File: src/shared/srm_pkg.sv
// package for the reference sync and window monitor block
package srm_pkg;
    // register addresses
    localparam logic [11:0] ADDR_MON_STATUS = 12'h140;  // monitor status
    localparam logic [11:0] ADDR_PIN_CFG    = 12'h146;  // general pin zero function
    localparam logic [11:0] ADDR_SYNC_CTRL  = 12'h147;  // mode and sync masks
    // status field positions
    localparam int STAT_ZERO_BIT = 7;                    // always reads zero
    localparam int STAT_DET_BIT  = 6;                    // edge seen, sticky
    localparam int STAT_ANY_BIT  = 5;                    // any window summary
    // control field positions
    localparam int CTRL_DEC_BIT      = 0;                // 1: decimation mode
    localparam int CTRL_DIV_MASK_BIT = 1;                // 1: divider reset masked
    localparam int CTRL_NCO_MASK_BIT = 2;                // 1: oscillator reset masked
    localparam int CTRL_RAMP_EN_BIT  = 3;                // 1: ramp reset allowed
    // reset values
    localparam logic [7:0] PIN_CFG_RESET   = 8'hFF;      // pin not used as reference
    localparam logic [7:0] PIN_CFG_AS_REF  = 8'h00;      // value selecting reference input
    localparam logic [7:0] SYNC_CTRL_RESET = 8'h08;      // bypass, no masks, ramp reset on
    localparam logic [7:0] STATUS_RESET    = 8'h00;
    // delay line sampling taps, offsets to sampling edge in ps
    localparam int NUM_TAPS    = 6;
    localparam int TAP_PS [NUM_TAPS] = '{-60, -20, 20, 60, 100, 140};
    localparam int CAPTURE_PS  = 60;                     // internal capture delay
    localparam int CAPTURE_TAP = 3;                      // tap at the capture delay
    localparam int NUM_WIN     = 5;                      // windows between taps
    // register access request
    typedef struct packed
    {
        logic        wr;                                 // write strobe
        logic        rd;                                 // read strobe
        logic [11:0] addr;                               // register address
        logic [7:0]  wdata;                              // write data
    } srm_reg_req_t;
    // sync reset pulses
    typedef struct packed
    {
        logic div_rst;                                   // decimation divider reset
        logic nco_rst;                                   // oscillator phase reset
        logic ramp_rst;                                  // ramp pattern reset
    } srm_sync_t;
endpackage

File: src/verilog/srm_sync_monitor.sv
// reference pulse capture, sync resets and timing window monitor
//
// Behaviour
// RL1: capture reference at sampling edge plus 60ps
// RL2: source aligns reference rise to falling edge
// RL3: monitor transitions from -60ps to +140ps
// RL4: flag one: leads by 20 to 60ps
// RL5: flag two: within 20ps of edge
// RL6: flag three: lags by 20 to 60ps
// RL7: flag four: lags by 60 to 100ps
// RL8: flag five: lags by 100 to 140ps
// RL9: status refreshed on every reference rising edge
// RL10: edge seen bit sticky until host clears
// RL11: status layout: zero, det, any, windows
// RL12: decimation mode: pulse resets dividers and phase
// RL13: bypass mode: pulse resets ramp pattern
// RL14: bypass latency fixed without any pulse
// RL15: writing 0x00 to 0x146 selects reference
// RL16: a single reference pulse suffices
// RL17: masks select which blocks get reset
// RL18: any bit is OR of window flags
`timescale 1ns/10ps
`default_nettype none
module srm_sync_monitor #(
    parameter int DIV_W  = 16,                           // decimation divider width
    parameter int RAMP_W = 16                            // ramp pattern width
)(
    input  wire logic                 clk_i,             // sampling clock domain
    input  wire logic                 resetn_i,          // synchronous reset, low active
    input  wire logic [5:0]           ref_taps_i,        // reference seen at each delay tap
    input  wire srm_pkg::srm_reg_req_t reg_req_i,        // register access
    output logic [7:0]                reg_rdata_o,       // read data, one cycle after rd
    output logic                      ref_pin_sel_o,     // pin zero acts as reference
    output srm_pkg::srm_sync_t        sync_o,            // reset pulses to internal blocks
    output logic [DIV_W-1:0]          div_phase_o,       // decimation divider phase
    output logic [RAMP_W-1:0]         ramp_o             // ramp test pattern
);
    // register state
    logic [7:0]        status;                           // monitor status
    logic [7:0]        pin_cfg;                          // pin zero function
    logic [7:0]        ctrl;                             // mode and masks
    logic [7:0]        next_status;
    logic [7:0]        next_pin_cfg;
    logic [7:0]        next_ctrl;
    logic [7:0]        next_rdata;
    logic              next_pin_sel;                     // pin zero selected next cycle
    // capture state
    logic [5:0]        taps_prev;                        // taps from the previous cycle
    logic              ref_prev;                         // last captured level
    logic [5:0]        next_taps_prev;
    logic              next_ref_prev;
    // sync datapath state
    srm_pkg::srm_sync_t next_sync;
    logic [DIV_W-1:0]  next_div;
    logic [RAMP_W-1:0] next_ramp;
    // decoded helpers
    logic [5:0]        taps_eff;                         // taps gated by pin selection
    logic              ref_now;                          // level at the capture tap
    logic              rise_evt;                         // reference rising edge
    logic [4:0]        win_now;                          // window hits this cycle
    logic [4:0]        win_flags;                        // hits over the edge's two cycles
    logic              clr_det;                          // host clears edge seen bit

    // reference is only honoured while pin zero is configured for it
    always_comb
    begin
        taps_eff = pin_cfg == srm_pkg::PIN_CFG_AS_REF ? ref_taps_i : 6'h00; // [RL15]
        ref_now  = taps_eff[srm_pkg::CAPTURE_TAP];       // delayed capture point [RL1]
        rise_evt = ref_now & ~ref_prev;                  // one edge per pulse [RL16]
        // adjacent taps that disagree bracket the transition [RL3]
        win_now[0] = taps_eff[0] ^ taps_eff[1];          // [RL4]
        win_now[1] = taps_eff[1] ^ taps_eff[2];          // [RL5]
        win_now[2] = taps_eff[2] ^ taps_eff[3];          // [RL6]
        win_now[3] = taps_eff[3] ^ taps_eff[4];          // [RL7]
        win_now[4] = taps_eff[4] ^ taps_eff[5];          // [RL8]
        // a late transition straddles the capture tap one cycle before
        win_flags  = win_now | (taps_prev[0] ^ taps_prev[1] ? 5'h01 : 5'h00)
                   | {taps_prev[4] ^ taps_prev[5], taps_prev[3] ^ taps_prev[4],
                      taps_prev[2] ^ taps_prev[3], taps_prev[1] ^ taps_prev[2], 1'b0};
        clr_det    = reg_req_i.wr && reg_req_i.addr == srm_pkg::ADDR_MON_STATUS
                   && reg_req_i.wdata[srm_pkg::STAT_DET_BIT];
    end

    // next values of the registers and the read path
    always_comb
    begin
        next_status  = status;
        next_pin_cfg = pin_cfg;
        next_ctrl    = ctrl;
        next_rdata   = 8'h00;                            // unmapped reads zero
        // host write of one to the edge bit clears it
        if (clr_det)
        begin
            next_status[srm_pkg::STAT_DET_BIT] = 1'b0;   // [RL10]
        end
        // new edge refreshes every field, set beats clear
        if (rise_evt)
        begin
            next_status[4:0] = win_flags;                // [RL9]
            next_status[srm_pkg::STAT_ANY_BIT] = |win_flags; // [RL18]
            next_status[srm_pkg::STAT_DET_BIT] = 1'b1;   // [RL10]
        end
        next_status[srm_pkg::STAT_ZERO_BIT] = 1'b0;      // [RL11]
        // configuration writes
        if (reg_req_i.wr && reg_req_i.addr == srm_pkg::ADDR_PIN_CFG)
        begin
            next_pin_cfg = reg_req_i.wdata;              // [RL15]
        end
        if (reg_req_i.wr && reg_req_i.addr == srm_pkg::ADDR_SYNC_CTRL)
        begin
            next_ctrl = reg_req_i.wdata;
        end
        // pin acts as reference only while its function reads as reference
        next_pin_sel = next_pin_cfg == srm_pkg::PIN_CFG_AS_REF; // [RL15]
        // read mux
        if (reg_req_i.rd)
        begin
            case (reg_req_i.addr)
                srm_pkg::ADDR_MON_STATUS: next_rdata = status; // [RL11]
                srm_pkg::ADDR_PIN_CFG:    next_rdata = pin_cfg;
                srm_pkg::ADDR_SYNC_CTRL:  next_rdata = ctrl;
                default:                  next_rdata = 8'h00;
            endcase
        end
    end

    // register and read data flops
    always_ff @(posedge clk_i)
    begin
        if (!resetn_i)
        begin
            status      <= srm_pkg::STATUS_RESET;
            pin_cfg     <= srm_pkg::PIN_CFG_RESET;
            ctrl        <= srm_pkg::SYNC_CTRL_RESET;
            reg_rdata_o <= 8'h00;
        end
        else
        begin
            status      <= next_status;
            pin_cfg     <= next_pin_cfg;
            ctrl        <= next_ctrl;
            reg_rdata_o <= next_rdata;
        end
    end

    // capture history
    always_comb
    begin
        next_taps_prev = taps_eff;
        next_ref_prev  = ref_now;                        // [RL1]
    end

    // capture history flops
    always_ff @(posedge clk_i)
    begin
        if (!resetn_i)
        begin
            taps_prev <= 6'h00;
            ref_prev  <= 1'b0;
        end
        else
        begin
            taps_prev <= next_taps_prev;
            ref_prev  <= next_ref_prev;
        end
    end

    // sync pulses, divider phase and ramp pattern
    always_comb
    begin
        next_sync.div_rst  = rise_evt && ctrl[srm_pkg::CTRL_DEC_BIT]
                           && !ctrl[srm_pkg::CTRL_DIV_MASK_BIT];     // [RL12] [RL17]
        next_sync.nco_rst  = rise_evt && ctrl[srm_pkg::CTRL_DEC_BIT]
                           && !ctrl[srm_pkg::CTRL_NCO_MASK_BIT];     // [RL12] [RL17]
        next_sync.ramp_rst = rise_evt && !ctrl[srm_pkg::CTRL_DEC_BIT]
                           && ctrl[srm_pkg::CTRL_RAMP_EN_BIT];       // [RL13]
        // divider free runs, realigned to zero by the sync pulse
        next_div  = next_sync.div_rst ? '0 : div_phase_o + 1'b1;     // [RL12]
        // ramp steps every cycle; no pulse needed for fixed latency
        next_ramp = next_sync.ramp_rst ? '0 : ramp_o + 1'b1;         // [RL13] [RL14]
    end

    // sync datapath flops
    always_ff @(posedge clk_i)
    begin
        if (!resetn_i)
        begin
            sync_o      <= '0;
            div_phase_o <= '0;
            ramp_o      <= '0;
        end
        else
        begin
            sync_o      <= next_sync;
            div_phase_o <= next_div;
            ramp_o      <= next_ramp;
        end
    end

    // pin selection flag
    always_ff @(posedge clk_i)
    begin
        if (!resetn_i)
        begin
            ref_pin_sel_o <= 1'b0;
        end
        else
        begin
            ref_pin_sel_o <= next_pin_sel;
        end
    end
endmodule // srm_sync_monitor
`default_nettype wire

File: config.mk
export PLATFORM = sky130hd
export DESIGN_NAME = srm_sync_monitor
export DESIGN_NICKNAME = d
export VERILOG_FILES = /design/src/shared/srm_pkg.sv /design/src/verilog/srm_sync_monitor.sv
export SDC_FILE = /design/constraint.sdc
export NUM_CORES = 1
export LEC_CHECK = 0
export BUFFER_PORTS_ARGS = -buffer_cell sky130_fd_sc_hd__buf_4
export CAP_MARGIN = 20
export CORE_ASPECT_RATIO = 0.75
export CORE_MARGIN = 2
export CORE_UTILIZATION = 57
export CTS_BUF_LIST = sky130_fd_sc_hd__clkbuf_4 sky130_fd_sc_hd__clkbuf_8 sky130_fd_sc_hd__clkbuf_16
export DETAILED_ROUTE_END_ITERATION = 6
export PLACE_DENSITY = 0.84
export SLEW_MARGIN = 20
export SYNTH_ARGS = -nofsm -noshare
export SYNTH_HDL_FRONTEND = slang
export SYNTH_SLANG_ARGS = --single-unit
File: constraint.sdc
create_clock -name clk_i -period 4.7 [get_ports clk_i]
set_input_delay 1.41 -clock clk_i [delete_from_list [all_inputs] [get_ports clk_i]]
set_output_delay 1.41 -clock clk_i [all_outputs]
set_load 0.03 [all_outputs]
==> results of run 1 <==
[metrics by stage]
stage                     total power, uW  std cells  setup WS (ps)  area (um2)
after floorplan                       687        323           1810        3040
after global placement                723        458           1530        3630
after detailed placement              724        458           1500        3630
after CTS                            1160        473           1840        3810
after global routing                 1190        473           1770        3810
final                                1150        473           1820        3810
[state kept, by name, indices dropped and copies added, names as in the netlist]
register / flops
reg_rdata_o: 8
taps_prev: 6
sync_o: 3
ctrl: 8
div_phase_o: 16
status: 7
ramp_o: 16
ref_pin_sel_o: 1
pin_cfg: 8
[power by group]
group / total [uW] / internal [uW] / switching [uW]
Combinational: 81.2 / 36.4 / 44.8
Clock: 438 / 229 / 209
Sequential: 630 / 623 / 7.07
[routing by layer]
layer | vias up | routed length, um | track usage [%]
met1 | 1180 | 3080 | 33.2
li1 | 1279 | - | -
met4 | 0 | 42 | 6.44
met3 | 6 | 518 | 7.82
met5 | - | 0 | 0
met2 | 102 | 2920 | 34.1
[worst register-to-register path: stages (launching register included)]
cell,delay [ps]
dfxtp_1,330
or4_4,560
nor4b_2,910
o221ai_1,290
o221a_2,290
[Yosys cell counts, types with 2 or more instances]
master	instances	area [um2]
xor2_1	12	105
a311oi_1	2	17.5
buf_2	2	10.0
nand2b_1	2	12.5
buf_6	2	22.5
nand4_1	9	56.3
a2bb2oi_1	7	61.3
nand3_1	14	70.1
inv_1	9	33.8
a211oi_1	3	22.5
ha_1	2	25.0
clkbuf_1	6	22.5
mux2i_1	17	170
and3_1	5	31.3
o21ai_0	2	10.0
a22oi_1	7	52.6
nor3b_1	2	15.0
o21ai_4	2	32.5
nor4_1	10	62.6
nand4b_1	2	17.5
nor2_1	62	233
nand2_1	17	63.8
nor3_1	12	60.1
dfxtp_1	73	1460
or4_1	2	15.0
xnor2_1	22	193
and2_1	7	43.8
[cell families after synthesis]
kind of cell    synth area share (%)
mux                             5.59
xor+xnor                        9.79
compound gates                  7.40
flops                           48.0
simple gates                    25.5
fa+ha+maj                      0.822
buf+inv                         2.92
[worst min path at each step]
stage	end	slack (ps)	depth (start not counted)
after floorplan	sync_o[1]	420	1
after global placement	sync_o[1]	440	1
after detailed placement	sync_o[1]	450	1
after CTS	status[6]	460	2
after global routing	sync_o[1]	480	1
final	sync_o[1]	460	1
[layout make-up]
| type | instances | area (um2) |
|---|---|---|
| clock buffer | 12 | 165 |
| clock inverter | 3 | 15.0 |
| sequential | 73 | 1460 |
| multi-input combinational | 231 | 1490 |
| tap | 72 | 90.1 |
| fill | 388 | 1200 |
| inverter | 9 | 33.8 |
| timing repair buffer | 73 | 548 |
==> results.yml, run 1 <==
outcome:
  outcome: "completed"
clock_tree:
  ctsHoldBuffers: 0
  cts_sinks: 73
  cts-resized-gates: 0
  cts_buffers: 9
  cts-htree-levels: 3
  clkLatencyLatePin_ps: 340
  clk_path_buf_depth: 2
  cts_tree: "yes"
  post-cts-setup-buffers: 0
  clk_pin_slew_ps: 60
  cts_root_buffer: "clkbuf_8"
power_and_ir_drop:
  peakVddDrop_v: 0.000254
  p_per_area_nw_per_um2: 302
  total_leakage_power_uw: 0.00153
synthesis:
  synth_edf_count: 0
  async_flop_share_pct: 0
  netlist_area_um2: 3040
  avgSynthCellArea_um2: 9.42
  ys_seq_area_share_pct: 48.0
  synthFlopType: "dfxtp_1"
  yosysUniqueCellTypes: 38
  synth_seq_cells: 73
  syn_nets: 355
  synthCells: 323
  yosysWarningCount: 0
timing:
  period_needed_ps: 2880
  clock_skew_ps: 5.54
  worst_slew_pin_slew_ps: 1050
  tns_ps: 0
  hold_viol_final: 0
  fin_crit_sh_pct: 61.3
  timing.fmax_mhz: 347
  rsz0062_at_grt: "false"
  setup-violations-final: 0
  timing.hold.ws_ps: 465
  slew-limit-headroom_pct: 30.0
  slew_violations: 0
worst_setup_path:
  setup.worst_path.end: "pin_cfg[2]"
  cp-startpoint: "reg_req_i[13]"
  end_kind: "register"
  slowest_delay_ps: 820
  r2r_end: "status[5]"
  crit_fanout: 10
  crit_family: "simple AND/OR/NAND/NOR gates"
  critPathArrivalTime_ps: 3100
  cpMaxStageDelayCell: "or4_1"
  ff2ff_path_depth: 4
  r2r_slack_ps: 2210
  r2r-start: "pin_cfg[7]"
  start_kind: "primary input"
  crit_required_ps: 4920
  crit_type: "primary input to register"
  path_buf_inv: 1
  critical_path_depth: 5
  path_cells: "buf_4 -> or3_1 -> or4_1 -> mux2i_1 -> nand2_1"
global_routing:
  grt_pass1_wl_mm: 10.6
  grt_antenna_before_repair: 0
  grt_use_total_pct: 23.4
  grt_max_degree: 18
  grt_pass1_vias: 2229
  gr-total-overflow: 0
drt:
  drt-initial-drc-count: 114
  vias_per_cell: 5.43
  wl_mm: 6.56
  wl_per_cell_um: 13.9
  num_vias: 2567
  firstDrtPassIters: 5
  route.detailed.drc: 0
  ant_nets: 0
hold_path:
  worstHoldPathType: "register to register"
  hp-start: "ctrl[2]"
placed_design:
  gp_congestion: 0.857
  hpwlAfterDp_mm: 4.88
  portBuffers: 73
floorplan:
  core_um2: 5010
  fp-row-count: 22
  pin_count: 74
  die_h_um: 67.3
  initial_core_util_pct: 60.7
  die-area_um2: 5940
  die_w_um: 88.4
layout:
  antennaDiodeCount: 0
  syn_to_final_growth_pct: 25.1
  mostFrequentLayoutCells: "dfxtp_1, buf_4, nor2_1"
  utilization_pct: 76.0
  num-nets-final: 429
  drive_above_1_share_pct: 23.9
flow_run:
  max_cap_violations: 0
No activity file was read; power rests on OpenSTA's default activity.
==> run 2: changes to the inputs <==
--- a/config.mk
+++ b/config.mk
@@ -9,10 +9,10 @@
 export CAP_MARGIN = 20
 export CORE_ASPECT_RATIO = 0.75
 export CORE_MARGIN = 2
-export CORE_UTILIZATION = 57
+export CORE_UTILIZATION = 53
 export CTS_BUF_LIST = sky130_fd_sc_hd__clkbuf_4 sky130_fd_sc_hd__clkbuf_8 sky130_fd_sc_hd__clkbuf_16
 export DETAILED_ROUTE_END_ITERATION = 6
-export PLACE_DENSITY = 0.84
+export PLACE_DENSITY = 0.79
 export SLEW_MARGIN = 20
 export SYNTH_ARGS = -nofsm -noshare
 export SYNTH_HDL_FRONTEND = slang
==> constraint.sdc (replaced) <==
create_clock -name clk_i -period 2.77 [get_ports clk_i]
set_input_delay 0.831 -clock clk_i [delete_from_list [all_inputs] [get_ports clk_i]]
set_output_delay 0.831 -clock clk_i [all_outputs]
set_load 0.03 [all_outputs]
==> run 2 against run 1 <==
Against the previous run:
- via count fell by 1.1%
- combinational power increased by 70%
- non-clock buffer count is 3 higher
- largest cell class unchanged
- first-iteration DRC count is 13% higher
- critical endpoint is now pin_cfg[1]
- critical path depth unchanged
- wire length grew 0.69%
- design area rose by 0.13%
- register-to-register slack got worse by 1600 ps
- highest routed layer unchanged
- total power grew 66%
- clock-buffer cell count rose by 1
- clock skew about the same
==> results.yml, run 2 (synthesized netlist as in run 1, its figures left out) <==
drt:
  num_vias: 2538
  vias_per_cell: 5.31
  ant_nets: 0
  drt-initial-drc-count: 129
  wl_per_cell_um: 13.8
  route.detailed.drc: 0
  firstDrtPassIters: 5
  wl_mm: 6.61
global_routing:
  grt_pass1_vias: 2297
  grt_max_degree: 18
  gr-total-overflow: 0
  grt_use_total_pct: 22.3
  grt_pass1_wl_mm: 11.3
  grt_antenna_before_repair: 0
power_and_ir_drop:
  switching_share_pct: 22.7
  peakVddDrop_v: 0.000398
  p_switching_uw: 433
  p_comb_share_pct: 7.2
  p_per_area_nw_per_um2: 500
  p_int_uw: 1470
  power_frac_seq_pct: 56.1
  pwr-share-clk_pct: 36.6
  total_leakage_power_uw: 0.00153
worst_setup_path:
  path_buf_inv: 1
  path_cells: "buf_4 -> or3_1 -> or4_1 -> mux2i_1 -> nand2_1"
  slowest_delay_ps: 820
  start_kind: "primary input"
  crit_type: "primary input to register"
  crit_required_ps: 2990
  crit_family: "simple AND/OR/NAND/NOR gates"
  critPathArrivalTime_ps: 2530
  crit_fanout: 10
  end_kind: "register"
  cpMaxStageDelayCell: "or4_1"
outcome:
  outcome: "completed"
floorplan:
  initial_core_util_pct: 55.9
  pin_count: 74
  fp-row-count: 23
  die_w_um: 91.5
  die_h_um: 69.6
  core_um2: 5440
  die-area_um2: 6370
timing:
  rsz0062_at_grt: "false"
  clock_skew_ps: 5.86
  slew-limit-headroom_pct: 61.9
  slew_violations: 0
  fin_crit_sh_pct: 83.1
  period_needed_ps: 2300
  hold_viol_final: 0
  tns_ps: 0
  setup-violations-final: 0
  timing.fmax_mhz: 434
  worst_slew_pin_slew_ps: 571
clock_tree:
  cts_root_buffer: "clkbuf_8"
  ctsHoldBuffers: 0
  post-cts-setup-buffers: 0
  cts_sinks: 73
  cts-resized-gates: 0
  clk_path_buf_depth: 2
  cts_buffers: 9
  cts_tree: "yes"
  clk_pin_slew_ps: 70
  clkLatencyLatePin_ps: 340
  cts-htree-levels: 3
layout:
  n_fill_cell: 446
  fin_area_um2: 3810
  multi_input_area_um2: 1490
  final_common_cell: "buf_4"
  mostFrequentLayoutCells: "buf_4, dfxtp_1, nor2_1"
  seq_area_um2: 1460
  num-nets-final: 432
  top_regs: "div_phase_o (16), ramp_o (16)"
  syn_to_final_growth_pct: 25.2
  drive_above_1_share_pct: 24.3
  antennaDiodeCount: 0
placed_design:
  hpwlAfterDp_mm: 4.86
  gp_congestion: 0.828
  place_area_um2: 3650
  portBuffers: 73
flow_run:
  max_cap_violations: 0
hold_path:
  worstHoldPathType: "register to register"
## run 2: cell types whose count changed in the layout (fill, tap and decap cells not counted)
cell,delta
clkinv_2,-2
buf_4,+3
clkbuf_4,+4
clkbuf_8,-3
## run 2: layout make-up
class	count	share of cell area (%)
multi-input combinational	231	39.2
timing repair buffer	76	15.0
clock buffer	13	4.04
sequential	73	38.3
tap	75	2.46
inverter	9	0.886
clock inverter	1	0.131
## run 2: through the flow
step / setup slack (ps) / instances / total power, uW / hold slack (ps) / utilization (%)
after floorplan: 462 / 323 / 1170 / 421 / -
after global placement: 198 / 464 / 1230 / 448 / 67.1
after detailed placement: 124 / 464 / 1230 / 453 / 67.1
after CTS: 487 / 478 / 1930 / 462 / 70.1
after global routing: 408 / 478 / 2000 / 485 / 70.1
final: 467 / 478 / 1910 / 465 / 70.1
## run 2: worst min-delay path: cells and delay by family, from the launching register on
kind / cells / cell delay, ps
and+or+nand+nor: 1 / 50
AOI/OAI and AO/OA: 1 / 60
DFF: 1 / 310
## run 2: power by group through the flow
stage / combinational [uW] / clock, uW / sequential [uW]
6_report: 138 / 699 / 1070
5_1_grt: 151 / 774 / 1070
4_1_cts: 138 / 723 / 1070
3_5_place_dp: 137 / 0 / 1090
3_3_place_gp: 135 / 0 / 1090
2_1_floorplan: 60.7 / 0 / 1100
## run 2: per-layer routing
metal | routed length [um] | track usage, % | part of all wire, % | up-vias
li1 | - | - | - | 1282
met1 | 3150 | 31.0 | 48 | 1184
met2 | 3040 | 32.8 | 46 | 66
met3 | 368 | 7.39 | 5.6 | 6
met4 | 50 | 6.73 | 0.76 | 0
met5 | 0 | 0 | 0 | -
## run 2: final timing paths
path	from	end	slack (ps)	depth (start not counted)
worst max-delay path	reg_req_i[13]	pin_cfg[1]	470	5
worst min-delay path	status[6]	status[6]	460	2
worst max register to register	pin_cfg[7]	ramp_o[14]	640	4
worst min register to register	status[6]	status[6]	460	2
